===== config.mk =====
export PLATFORM = sky130hd
export DESIGN_NAME = cft_frame_tuning
export DESIGN_NICKNAME = d
export VERILOG_FILES = /design/src/logic/cft_frame_tuning.v
export VERILOG_INCLUDE_DIRS = /design/src /design/src/logic
export SDC_FILE = /design/constraint.sdc
export NUM_CORES = 1
export LEC_CHECK = 0
export BUFFER_PORTS_ARGS = -buffer_cell sky130_fd_sc_hd__buf_2
export CAP_MARGIN = 10
export CELL_PAD_IN_SITES_DETAIL_PLACEMENT = 1
export CELL_PAD_IN_SITES_GLOBAL_PLACEMENT = 2
export CORE_MARGIN = 1.5
export CORE_UTILIZATION = 43
export CTS_CLUSTER_SIZE = 30
export DETAILED_ROUTE_END_ITERATION = 8
export GPL_TIMING_DRIVEN = 0
export PLACE_DENSITY = 0.92
export SLEW_MARGIN = 20
export SYNTH_ARGS = -nofsm -noshare
export SYNTH_HDL_FRONTEND = slang
export SYNTH_SLANG_ARGS = --single-unit

===== constraint.sdc =====
create_clock -name pclk -period 3.7 [get_ports pclk]
set_input_delay 0.74 -clock pclk [delete_from_list [all_inputs] [get_ports pclk]]
set_output_delay 0.74 -clock pclk [all_outputs]
set_load 0.02 [all_outputs]

===== src/logic/cft_defines.vh =====
// constants for the contactless frame tuning block
//
// Overview of operation
// RULE_01: parity_off set: no parity appended on transmit, none checked on receive.
// RULE_02: parity_off set: the would-be parity bit is received as ordinary data.
// RULE_03: highpass_override clear: corner follows receive mode; set: corner field applies.
// RULE_04: corner field 00/01/10/11 selects 106/212/424/848 kHz high-pass corner.
// RULE_05: wide_recovery_loop set widens the receive clock recovery loop bandwidth.
// RULE_06: miller_filter_fast set puts Miller filter in fast mode; only for short pulses.
// RULE_07: signal_out_delay set delays signal_out_pin output by 128 carrier cycles.
// RULE_08: software enables signal_out_delay only with signal_out_source 1110b or 1111b.
// RULE_09: rx_start_mark_required set: streams lacking a start mark are discarded.
// RULE_10: start mark optional when clear; it never reaches the FIFO.
// RULE_11: rx_end_mark_required set: stream ending without end mark flags protocol error.
// RULE_12: end mark optional when clear; it never reaches the FIFO.
// RULE_13: trim clear: marks take maximum length if length select set, else minimum.
// RULE_14: select and trim set: start low 11etu-8, high 2etu+8, end low 11etu-8. Here trim is never set: rx_tuning bit 7 and framing bit 5 are masked to zero.
// RULE_15: software never programs length select 0 with trim 1.
// RULE_16: tx_start_mark_suppress set: frames are sent without a start mark.
// RULE_17: tx_end_mark_suppress set: frames are sent without an end mark.
// RULE_18: extra guard field gives 0, 1, 2 or 3 guard bits after each character.
// RULE_19: receiver tuning register resets to 00h.
// RULE_20: framing register resets to all zeros.
// RULE_21: reserved bits read as zero and ignore writes.
`ifndef CFT_DEFINES_VH
`define CFT_DEFINES_VH

// register indices, byte address is four times the index
`define CFT_IDX_RX_TUNING 6'h1D
`define CFT_IDX_FRAMING 6'h1E
`define CFT_IDX_STATUS 6'h2F
`define CFT_RX_TUNING_RESET 8'h00
`define CFT_FRAMING_RESET 8'h00
`define CFT_RX_TUNING_MASK 8'h7F
`define CFT_FRAMING_MASK 8'hDF
`define CFT_STATUS_W1C_MASK 8'h0C

// receiver tuning fields
`define CFT_BIT_MILLER_FAST 6
`define CFT_BIT_SIGNAL_OUT_PIN_DELAY 5
`define CFT_BIT_PARITY_OFF 4
`define CFT_BIT_WIDE_LOOP 3
`define CFT_BIT_HP_OVERRIDE 2
`define CFT_HP_CORNER_LSB 0

// framing fields
`define CFT_BIT_RX_SOF_REQ 7
`define CFT_BIT_RX_EOF_REQ 6
`define CFT_BIT_MARK_LEN_SEL 4
`define CFT_BIT_TX_SOF_SUPP 3
`define CFT_BIT_TX_EOF_SUPP 2
`define CFT_EGT_LSB 0

// timing in carrier cycles and etu
`define CFT_ETU_FC 128
`define CFT_MARK_TRIM_FC 8
`define CFT_SOF_LOW_MIN_ETU 10
`define CFT_SOF_LOW_MAX_ETU 11
`define CFT_SOF_HIGH_MIN_ETU 2
`define CFT_SOF_HIGH_MAX_ETU 3
`define CFT_EOF_LOW_MIN_ETU 10
`define CFT_EOF_LOW_MAX_ETU 11
`define CFT_SIGNAL_OUT_PIN_DELAY_FC 128

`endif


===== src/logic/cft_frame_tuning.v =====
// contactless frame tuning: registers, type B framer, receive deframer, signal-out delay
//
// Register access over APB was chosen for this implementation.
`timescale 1ns/100ps
`default_nettype none
`include "cft_defines.vh"

module cft_frame_tuning #(
	parameter ETU_FC = `CFT_ETU_FC,
	parameter DELAY_FC = `CFT_SIGNAL_OUT_PIN_DELAY_FC
) (
	// apb slave
	input wire pclk,
	input wire presetn,
	input wire [7:0] paddr,
	input wire psel,
	input wire penable,
	input wire pwrite,
	input wire [31:0] pwdata,
	output reg [31:0] prdata,
	output wire pready,
	output wire pslverr,
	// carrier timing and receive mode
	input wire fc_tick,
	input wire [1:0] rx_speed_sel,
	// receive bit stream from demodulator
	input wire rx_start,
	input wire rx_sof_present,
	input wire rx_bit_valid,
	input wire rx_bit,
	input wire rx_stop,
	input wire rx_eof_present,
	// receive fifo write side and events
	output reg fifo_wr,
	output reg [7:0] fifo_data,
	output reg rx_parity_err,
	output reg rx_protocol_err,
	// transmit byte source
	input wire tx_start,
	input wire [7:0] tx_data,
	input wire tx_data_valid,
	input wire tx_last,
	output wire tx_data_ready,
	output reg tx_mod,
	output wire tx_busy,
	// signal pins
	input wire signal_in_pin,
	output reg signal_out_pin,
	// analog front end controls
	output wire [1:0] hp_corner,
	output wire wide_recovery_loop,
	output wire miller_filter_fast
);

	localparam [5:0] ST_IDLE = 6'h01;
	localparam [5:0] ST_SOFL = 6'h02;
	localparam [5:0] ST_SOFH = 6'h04;
	localparam [5:0] ST_LOAD = 6'h08;
	localparam [5:0] ST_CHAR = 6'h10;
	localparam [5:0] ST_EOFL = 6'h20;
	localparam [1:0] MK_SOFL = 2'h0;
	localparam [1:0] MK_SOFH = 2'h1;
	localparam [1:0] MK_EOFL = 2'h2;
	localparam [11:0] ETU = ETU_FC[11:0];

	////////////////////////////////////////////////////////////////////////////////
	// registers and apb

	reg [7:0] rx_tuning;
	reg [7:0] framing;
	reg parity_err_seen;
	reg protocol_err_seen;
	reg rx_active;
	reg rx_discard;
	reg [5:0] tx_state;

	wire wr_en = psel & penable & pwrite;
	wire [5:0] idx = paddr[7:2];
	wire hit_tuning = (idx == `CFT_IDX_RX_TUNING);
	wire hit_framing = (idx == `CFT_IDX_FRAMING);
	wire hit_status = (idx == `CFT_IDX_STATUS);
	wire aligned = (paddr[1:0] == 2'h0);
	wire mapped = aligned & (hit_tuning | hit_framing | hit_status);

	// no wait states: every access completes at its first access edge
	assign pready = 1'b1;
	assign pslverr = psel & penable & ~mapped;

	wire parity_off = rx_tuning[`CFT_BIT_PARITY_OFF];
	wire signal_out_pin_delay = rx_tuning[`CFT_BIT_SIGNAL_OUT_PIN_DELAY];
	wire rx_sof_req = framing[`CFT_BIT_RX_SOF_REQ];
	wire rx_eof_req = framing[`CFT_BIT_RX_EOF_REQ];
	wire mark_len_sel = framing[`CFT_BIT_MARK_LEN_SEL];
	wire mark_trim = rx_tuning[7] | framing[5];
	wire tx_sof_supp = framing[`CFT_BIT_TX_SOF_SUPP];
	wire tx_eof_supp = framing[`CFT_BIT_TX_EOF_SUPP];
	wire [1:0] egt_len = framing[`CFT_EGT_LSB+1:`CFT_EGT_LSB];

	// trim has no register bit of its own here; mark_trim above ORs two masked bits
	wire [7:0] status = {4'h0, protocol_err_seen, parity_err_seen, rx_active, ~tx_state[0]};

	always @(posedge pclk or negedge presetn) begin
		if (!presetn) begin
			rx_tuning <= `CFT_RX_TUNING_RESET; // see RULE_19
			framing <= `CFT_FRAMING_RESET; // see RULE_20
		end else if (wr_en & hit_tuning & aligned) begin
			rx_tuning <= pwdata[7:0] & `CFT_RX_TUNING_MASK; // see RULE_21
		end else if (wr_en & hit_framing & aligned) begin
			framing <= pwdata[7:0] & `CFT_FRAMING_MASK; // see RULE_21
		end
	end

	always @* begin
		prdata = 32'h0000_0000;
		if (psel & ~pwrite & mapped) begin
			case (1'b1)
				hit_tuning: prdata = {24'h00_0000, rx_tuning};
				hit_framing: prdata = {24'h00_0000, framing};
				default: prdata = {24'h00_0000, status};
			endcase
		end
	end

	// sticky error flags, write one to clear, a new event wins
	wire clr_err = wr_en & hit_status & aligned;
	always @(posedge pclk or negedge presetn) begin
		if (!presetn) begin
			parity_err_seen <= 1'b0;
			protocol_err_seen <= 1'b0;
		end else begin
			if (rx_parity_err)
				parity_err_seen <= 1'b1;
			else if (clr_err & pwdata[2])
				parity_err_seen <= 1'b0;
			if (rx_protocol_err)
				protocol_err_seen <= 1'b1;
			else if (clr_err & pwdata[3])
				protocol_err_seen <= 1'b0;
		end
	end

	////////////////////////////////////////////////////////////////////////////////
	// analog controls

	assign hp_corner = rx_tuning[`CFT_BIT_HP_OVERRIDE] ?
		rx_tuning[`CFT_HP_CORNER_LSB+1:`CFT_HP_CORNER_LSB] : rx_speed_sel; // see RULE_03, RULE_04
	assign wide_recovery_loop = rx_tuning[`CFT_BIT_WIDE_LOOP]; // see RULE_05
	assign miller_filter_fast = rx_tuning[`CFT_BIT_MILLER_FAST]; // see RULE_06

	////////////////////////////////////////////////////////////////////////////////
	// receive deframer

	reg [7:0] rx_shift;
	reg [3:0] rx_cnt;

	// bits count only inside an accepted stream
	wire rx_take = rx_active & ~rx_discard & rx_bit_valid;
	wire [7:0] rx_next_shift = {rx_bit, rx_shift[7:1]};

	always @(posedge pclk or negedge presetn) begin
		if (!presetn) begin
			rx_active <= 1'b0;
			rx_discard <= 1'b0;
			rx_shift <= 8'h00;
			rx_cnt <= 4'h0;
			fifo_wr <= 1'b0;
			fifo_data <= 8'h00;
			rx_parity_err <= 1'b0;
			rx_protocol_err <= 1'b0;
		end else begin
			fifo_wr <= 1'b0;
			rx_parity_err <= 1'b0;
			rx_protocol_err <= 1'b0;
			if (rx_start) begin
				// start mark is a marker only, never data
				rx_active <= 1'b1;
				rx_discard <= rx_sof_req & ~rx_sof_present; // see RULE_09, RULE_10
				rx_cnt <= 4'h0;
			end else if (rx_stop) begin
				rx_active <= 1'b0;
				rx_discard <= 1'b0;
				if (rx_active & ~rx_discard & rx_eof_req & ~rx_eof_present)
					rx_protocol_err <= 1'b1; // see RULE_11, RULE_12
			end else if (rx_take) begin
				if (parity_off) begin
					// every bit is data, parity position included
					rx_shift <= rx_next_shift; // see RULE_02
					if (rx_cnt == 4'h7) begin
						rx_cnt <= 4'h0;
						fifo_wr <= 1'b1;
						fifo_data <= rx_next_shift;
					end else begin
						rx_cnt <= rx_cnt + 4'h1;
					end
				end else if (rx_cnt == 4'h8) begin
					rx_cnt <= 4'h0;
					fifo_wr <= 1'b1;
					fifo_data <= rx_shift;
					// odd parity: data and parity bit hold an odd count of ones
					rx_parity_err <= ~(^{rx_shift, rx_bit}); // see RULE_01
				end else begin
					rx_shift <= rx_next_shift;
					rx_cnt <= rx_cnt + 4'h1;
				end
			end
		end
	end

	////////////////////////////////////////////////////////////////////////////////
	// transmit framer

	// mark length in carrier cycles, cut to the counter width
	function [11:0] mark_len;
		input [1:0] kind;
		input sel;
		input trim;
		reg [31:0] full;
		begin
			if (trim) begin
				if (kind == MK_SOFH)
					full = `CFT_SOF_HIGH_MIN_ETU * ETU + `CFT_MARK_TRIM_FC;
				else
					full = `CFT_SOF_LOW_MAX_ETU * ETU - `CFT_MARK_TRIM_FC;
			end else if (kind == MK_SOFH) begin
				full = (sel ? `CFT_SOF_HIGH_MAX_ETU : `CFT_SOF_HIGH_MIN_ETU) * ETU;
			end else if (kind == MK_SOFL) begin
				full = (sel ? `CFT_SOF_LOW_MAX_ETU : `CFT_SOF_LOW_MIN_ETU) * ETU;
			end else begin
				full = (sel ? `CFT_EOF_LOW_MAX_ETU : `CFT_EOF_LOW_MIN_ETU) * ETU;
			end
			mark_len = full[11:0];
		end
	endfunction

	reg [11:0] tx_cnt;
	reg [10:0] tx_shift;
	reg [3:0] tx_bits;
	reg tx_was_last;
	reg [5:0] next_tx_state;

	// a phase ends on the carrier tick that finds the counter empty
	wire phase_done = fc_tick & (tx_cnt == 12'h000);
	assign tx_data_ready = tx_state[3];
	assign tx_busy = ~tx_state[0];

	always @* begin
		next_tx_state = tx_state;
		case (tx_state)
			ST_IDLE:
				if (tx_start)
					next_tx_state = tx_sof_supp ? ST_LOAD : ST_SOFL; // see RULE_16
			ST_SOFL:
				if (phase_done)
					next_tx_state = ST_SOFH;
			ST_SOFH:
				if (phase_done)
					next_tx_state = ST_LOAD;
			ST_LOAD:
				if (tx_data_valid)
					next_tx_state = ST_CHAR;
			ST_CHAR:
				if (phase_done & (tx_bits == 4'h0)) begin
					if (!tx_was_last)
						next_tx_state = ST_LOAD;
					else if (tx_eof_supp)
						next_tx_state = ST_IDLE; // see RULE_17
					else
						next_tx_state = ST_EOFL;
				end
			ST_EOFL:
				if (phase_done)
					next_tx_state = ST_IDLE;
			default:
				next_tx_state = ST_IDLE;
		endcase
	end

	always @(posedge pclk or negedge presetn) begin
		if (!presetn) begin
			tx_state <= ST_IDLE;
			tx_cnt <= 12'h000;
			tx_shift <= 11'h7FF;
			tx_bits <= 4'h0;
			tx_was_last <= 1'b0;
			tx_mod <= 1'b1;
		end else begin
			tx_state <= next_tx_state;
			if (fc_tick & (tx_cnt != 12'h000))
				tx_cnt <= tx_cnt - 12'h001;
			case (tx_state)
				// idle line is high; marks and start bits pull it low
				ST_IDLE: begin
					tx_mod <= 1'b1;
					if (tx_start & ~tx_sof_supp) begin
						tx_mod <= 1'b0;
						tx_cnt <= mark_len(MK_SOFL, mark_len_sel, mark_trim) - 12'h001; // see RULE_13, RULE_14
					end
				end
				ST_SOFL:
					if (phase_done) begin
						tx_mod <= 1'b1;
						tx_cnt <= mark_len(MK_SOFH, mark_len_sel, mark_trim) - 12'h001; // see RULE_14
					end
				ST_SOFH:
					if (phase_done)
						tx_mod <= 1'b1;
				ST_LOAD:
					if (tx_data_valid) begin
						// start bit, data lsb first, optional parity, stop, guard bits
						tx_mod <= 1'b0;
						tx_cnt <= ETU - 12'h001;
						tx_was_last <= tx_last;
						if (parity_off)
							tx_shift <= {2'h3, tx_data, 1'b0}; // see RULE_01
						else
							tx_shift <= {1'b1, ~(^tx_data), tx_data, 1'b0};
						tx_bits <= (parity_off ? 4'h9 : 4'hA) + {2'h0, egt_len}; // see RULE_18
					end
				ST_CHAR:
					if (phase_done) begin
						if (tx_bits != 4'h0) begin
							tx_shift <= {1'b1, tx_shift[10:1]};
							tx_mod <= tx_shift[1];
							tx_bits <= tx_bits - 4'h1;
							tx_cnt <= ETU - 12'h001;
						end else if (tx_was_last & ~tx_eof_supp) begin
							tx_mod <= 1'b0;
							tx_cnt <= mark_len(MK_EOFL, mark_len_sel, mark_trim) - 12'h001; // see RULE_13
						end else begin
							tx_mod <= 1'b1;
						end
					end
				ST_EOFL:
					if (phase_done)
						tx_mod <= 1'b1;
				default:
					tx_mod <= 1'b1;
			endcase
		end
	end

	////////////////////////////////////////////////////////////////////////////////
	// signal-out delay line

	reg sig_s1;
	reg sig_s2;
	reg sig_s3;
	reg sig_level;
	reg [DELAY_FC-1:0] sig_line;

	always @(posedge pclk or negedge presetn) begin
		if (!presetn) begin
			sig_s1 <= 1'b0;
			sig_s2 <= 1'b0;
			sig_s3 <= 1'b0;
			sig_level <= 1'b0;
			sig_line <= {DELAY_FC{1'b0}};
			signal_out_pin <= 1'b0;
		end else begin
			sig_s1 <= signal_in_pin;
			sig_s2 <= sig_s1;
			sig_s3 <= sig_s2;
			// a level counts once stages two and three agree
			if (sig_s2 == sig_s3)
				sig_level <= sig_s3;
			// delay line moves on carrier ticks
			if (fc_tick)
				sig_line <= {sig_line[DELAY_FC-2:0], sig_level};
			signal_out_pin <= signal_out_pin_delay ? sig_line[DELAY_FC-1] : sig_level; // see RULE_07
		end
	end

endmodule // cft_frame_tuning
`default_nettype wire


* Yosys cells after proc, flatten, opt, wreduce, memory -nomap -nowiden
Cells that the tools add are included.
** Cells by class
- Add/subtract/negate cells :: 7
- Bitwise logic cells :: 39
- Mux-type cells :: 82
- Reductions and logical operators :: 22
- Eq/ne operators :: 24
** Operators by type and width (count)
- $mux 12 :: 15
- $mux 32 :: 2
- $mux 6 :: 8
- $mux 8 :: 6
- $pmux 12 s4 :: 1
- $sub 12x1->12 const B :: 4
- $mux 4 :: 10
- $pmux 6 s6 :: 1
- $mux 11 :: 3
- $mux 1 :: 30
- $and 1x1->1 :: 24
- $pmux 11 s2 :: 1
- $ne 2x2->1 const B :: 10
- $eq 6x5->1 const B :: 3
- $not 1->1 :: 13
- $eq 6x6->1 const B :: 2
- $logic_not 12->1 :: 1
- $reduce_bool 12->1 :: 1
- $reduce_bool 2->1 :: 6
- $mux 10 :: 1
- $reduce_xor 9->1 :: 1
- $pmux 4 s2 :: 1
- $reduce_and 4->1 :: 2
- $reduce_xor 8->1 :: 1
- 22 further kinds :: 27
** Word-level totals
- Input bits :: 66
- Register bits after elaboration :: 209
- Logic and storage cells :: 198

* Logic depth before layout (Yosys ltp)
- Depth after elaboration :: 11
- Gate-level depth with buffers :: 8
- Mapped depth without buffers :: 7

* Least setup slack after synthesis
OpenSTA, ideal clock, no wires.
- Path kind :: input port to output port
- From :: input paddr[7]
- To :: output prdata[2]
- Data arrival time :: 2.032 ns
- Cell stages on the path :: 5
- Setup slack :: 0.928 ns
- Cells stage by stage :: nand4b_1 > clkbuf_1 > nor2_1 > a211o_1 > a211oi_1
** Between the ends
- Cells in the longest elaborated chain, start to end :: 6
** Ends and longest elaborated chain
- start, declared :: RTL line cft_frame_tuning.v:15 : input wire [7:0] paddr,
- $eq 6x5->1 (no line)
- $or 1x1->1 (2 in series) :: RTL line cft_frame_tuning.v:83 : wire mapped = aligned & (hit_tuning | hit_framing | hit_status);
- $and 1x1->1 :: RTL line cft_frame_tuning.v:83
- $and 1x1->1 :: RTL line cft_frame_tuning.v:115 : if (psel & ~pwrite & mapped) begin
- $mux 32 (*) :: RTL line cft_frame_tuning.v:115
- end, declared :: RTL line cft_frame_tuning.v:20 : output reg [31:0] prdata,
Mark *: on every way between the ends. The rest lies on a longest branch, timed or not.

* Worst setup path in the final report
- From :: input paddr[7]
- To :: output prdata[0]
Same word-level chain as after synthesis.

==> summary.md <==
| Metric | Value |
|---|---|
| RR Endpoint | tx_cnt[7] |
| Status | complete, no violations |
| Worst-Margin Slew | 0.6115 ns |
| Top achievable clock speed | 321.1 MHz |
| Number of synthesized register bits | 207 |
| Initial antenna violation count | 3 |
| ANT nets after route | 0 |
| Maximum clock insertion buffer count | 3 |
| Ports | 119 |
| TritonCTS clock tree | built |
| Area post-placement | 10,210 um^2 |
| Clock-pin slew on the worst setup and hold paths | 0.06 ns |
| Global-route wire length before repair | 33.35 mm |
| Highest net fanout along the worst path | 7 |
| Total power per unit cell area | 589.4 nW/um^2 |
| Number of cells produced by synthesis | 731 |
| Type of the most critical hold path | in2async |
| Height of the chip | 150.7 um |
| Post-synthesis cell type count | 70 |
| Number of enable flip-flop cells after synthesis | 0 |
| GRT overflow | 0 |
| Number of vias after detailed routing | 6,002 |
| Setup repair after global routing missed its margin | no |
| LEAKAGE | 5.327 nW |
| RR Startpoint | tx_state[3] |
| 1st-iter DRT viols | 205 |
| Post-CTS setup buffer count | 0 |
| WL final | 20.19 mm |
| Crit. End Element | output port |
| Total routing resource utilization after global routing | 18.38% |
| Area growth from synthesis to final layout | 17.94% |
| Clock tree sinks | 207 |
| Proportion of netlist area held by the largest area contributor | 52.32% |
| Final Slew Violations | 0 |
| Count of instances resized after the clock tree is built | 0 |
| Starting utilization of the core area | 44.18% |
| CP Data Arrival Time | 2.37 ns |
| Category of the worst setup path launch point | input port |
| Sum of negative setup slack | 0 ns |
| Pre-Repair DR Iteration Count | 4 |
| Crit path required time | 2.96 ns |
| Minimum setup slack among reg-to-reg paths | 1.44 ns |
| Number of standard-cell rows in the floorplan | 53 |
| Fraction of the yosys area taken by sequential cells | 55.40% |
| YS warnings | 0 |
| Final setup fails | 0 |
| Drt drc | 0 |
| Maximum number of pins on one net before global-route repair | 94 |
| Number of buffers created by CTS | 23 |
| Number of buffer cells added on primary ports | 68 |
| Layout cells sized above 1 | 39.15% |
| Number of global-route vias before repair | 6,425 |
| Maxcap violations | 0 |
| Detailed placement HPWL | 14.10 mm |
| Weighted congestion at the end of routability-driven global placement | 0.8023 |
| Fin crit share | 84.17% |
| Finished Cell Area | 11,060 um^2 |
| FILL cells | 2,252 |
| Reg2reg path depth | 7 |
| Number of H-tree levels | 1 |
| Worst relative slew slack | 59.23% |
| Worst setup skew after layout | 0.01596 ns |
| Synthesized area per cell | 12.83 um^2 |
| Cell area after technology mapping | 9375 um^2 |
| Share of flip-flops with an asynchronous set or reset | 100.0% |
| Detail-routed net length per standard cell | 17.68 um |
| Worst setup path class | in2out |
| Final net count | 922 |
| Biggest area consumer among synthesized cells | sky130_fd_sc_hd__dfrtp_1 |
| CTS hold repair buffers | 0 |
| DR vias/cell | 5.256 |
| Die width | 150.7 um |
| Core Footprint | 21,220 um^2 |
| Total count of hold-check failures in the final report | 0 |
| Synth top area cells | sky130_fd_sc_hd__dfrtp_1 52%, sky130_fd_sc_hd__mux2_2 18%, sky130_fd_sc_hd__dfstp_2 3.1%, sky130_fd_sc_hd__buf_4 2.1%, sky130_fd_sc_hd__xnor2_1 1.9% |
| Dominant register cell in the synthesized netlist | sky130_fd_sc_hd__dfrtp_1 |
| Final period demand of the worst path | 3.114 ns |
| Peak supply drop | 0.2966 mV |
| Clock root cell | sky130_fd_sc_hd__clkbuf_16 |
| Total die area | 22,700 um^2 |
| Clock Latency Late Sink | 0.52 ns |
[through the flow]
step | setup slack [ns] | hold WS (ns) | cells | utilization (%) | total power [W]
finish | 0.5857 | 0.1432 | 1142 | 52.11 | 0.006517
global route | 0.3985 | 0.1686 | 1142 | 52.11 | 0.006839
CTS | 0.5509 | 0.1496 | 1141 | 52.09 | 0.006596
detailed placement | 0.5556 | 0.3607 | 1099 | 48.12 | 0.004071
global placement | -1.566 | 0.3384 | 1097 | 47.81 | 0.003993
floorplan | 0.9278 | 0.3312 | 754 | - | 0.003709
[report_power, final]
group / switching [W] / internal (W)
sequential: 0.000231 / 0.00259
combinational: 0.000609 / 0.000595
clock: 0.000922 / 0.00157
[worst max path at each step]
stage               cells after the start   endpoint      from
global placement                        1  rx_cnt[0]   presetn
detailed placement                      6  prdata[0]  paddr[7]
CTS                                     6  prdata[0]  paddr[7]
finish                                  6  prdata[0]  paddr[7]
floorplan                               5  prdata[2]  paddr[7]
global route                            6  prdata[0]  paddr[7]
[cells in the mapped netlist, types with 7 or more instances]
library cell                  n
sky130_fd_sc_hd__mux2i_1     10
sky130_fd_sc_hd__a21oi_1     21
sky130_fd_sc_hd__mux2_2     154
sky130_fd_sc_hd__dfstp_2     11
sky130_fd_sc_hd__dfrtp_1    196
sky130_fd_sc_hd__buf_4       26
sky130_fd_sc_hd__a2bb2oi_2    8
sky130_fd_sc_hd__nor3_1      11
sky130_fd_sc_hd__nand2_1     32
sky130_fd_sc_hd__xnor2_1     20
sky130_fd_sc_hd__xor2_1       8
sky130_fd_sc_hd__clkbuf_1    19
sky130_fd_sc_hd__buf_2        8
sky130_fd_sc_hd__and2_1       7
sky130_fd_sc_hd__o22ai_1     12
sky130_fd_sc_hd__nor2_1      37
sky130_fd_sc_hd__o21ai_0     18
sky130_fd_sc_hd__inv_1       16
sky130_fd_sc_hd__nor2b_1      9
sky130_fd_sc_hd__nand3_1     10
[cell type report]
class                   count  area, um^2  area share (%)
repair buffers             70       405.4           3.666
flip-flops and latches    207        5194           46.97
plain buffers              55       331.6           2.999
diodes                      1       2.502         0.02263
well taps                 275       344.1           3.112
multi-input cells         476        3876           35.06
clock buffers              33       683.2           6.179
clock inverters             9       160.2           1.448
inverters                  16       60.06          0.5432
[sequential cells by signal, summed over array words and instances, names as in the netlist]
signal,flops
sig_line,128
tx_cnt,12
tx_shift,9
fifo_data,8
rx_shift,8
framing,7
rx_tuning,7
tx_state,6
rx_cnt,4
tx_bits,4
fifo_wr,1
parity_err_seen,1
protocol_err_seen,1
rx_active,1
rx_discard,1
rx_parity_err,1
rx_protocol_err,1
sig_level,1
sig_s1,1
sig_s2,1
sig_s3,1
signal_out_pin,1
tx_mod,1
tx_was_last,1
[placed cells by master (no fill, tap or decap), drive strengths merged, types with 10 or more instances in the layout]
cell type / netlist / final
a21oi: 21 / 21
buf: 35 / 105
clkbuf: 20 / 53
conb: 2 / 25
dfrtp: 196 / 196
dfstp: 11 / 11
inv: 16 / 17
mux2: 154 / 154
mux2i: 10 / 10
nand2: 35 / 35
nand3: 11 / 11
nor2: 38 / 38
nor3: 11 / 11
o21ai: 19 / 19
o22ai: 13 / 13
xnor2: 20 / 20
[routing by layer]
metal,up-vias,track usage [%],wire (um)
met5,-,0,16
met4,2,4.369,408
met3,37,3.697,895
met2,96,31.19,9972
met1,3068,24.24,8895
li1,2799,-,-
[critical path: stages]
cell and delay, ns:
sky130_fd_sc_hd__buf_2 0.11, sky130_fd_sc_hd__nand2b_1 0.15, sky130_fd_sc_hd__o21ai_0 0.24, sky130_fd_sc_hd__nand4b_1 0.34, sky130_fd_sc_hd__a211oi_1 0.52, sky130_fd_sc_hd__buf_2 0.26
[cells by family (layout without fill, tap and decap cells)]
| logic type | Yosys count | after routing | synth area share (%) |
|---|---|---|---|
| buf+inv | 71 | 183 | 4.177 |
| xor+xnor | 28 | 28 | 2.616 |
| mux | 164 | 164 | 19.56 |
| flops | 207 | 207 | 55.40 |
| other cells | 2 | 26 | 0.08010 |
| simple gates | 150 | 150 | 9.168 |
| fa+ha+maj | 8 | 8 | 1.121 |
| compound gates | 101 | 101 | 7.874 |
(Power assumes the default switching activity.)
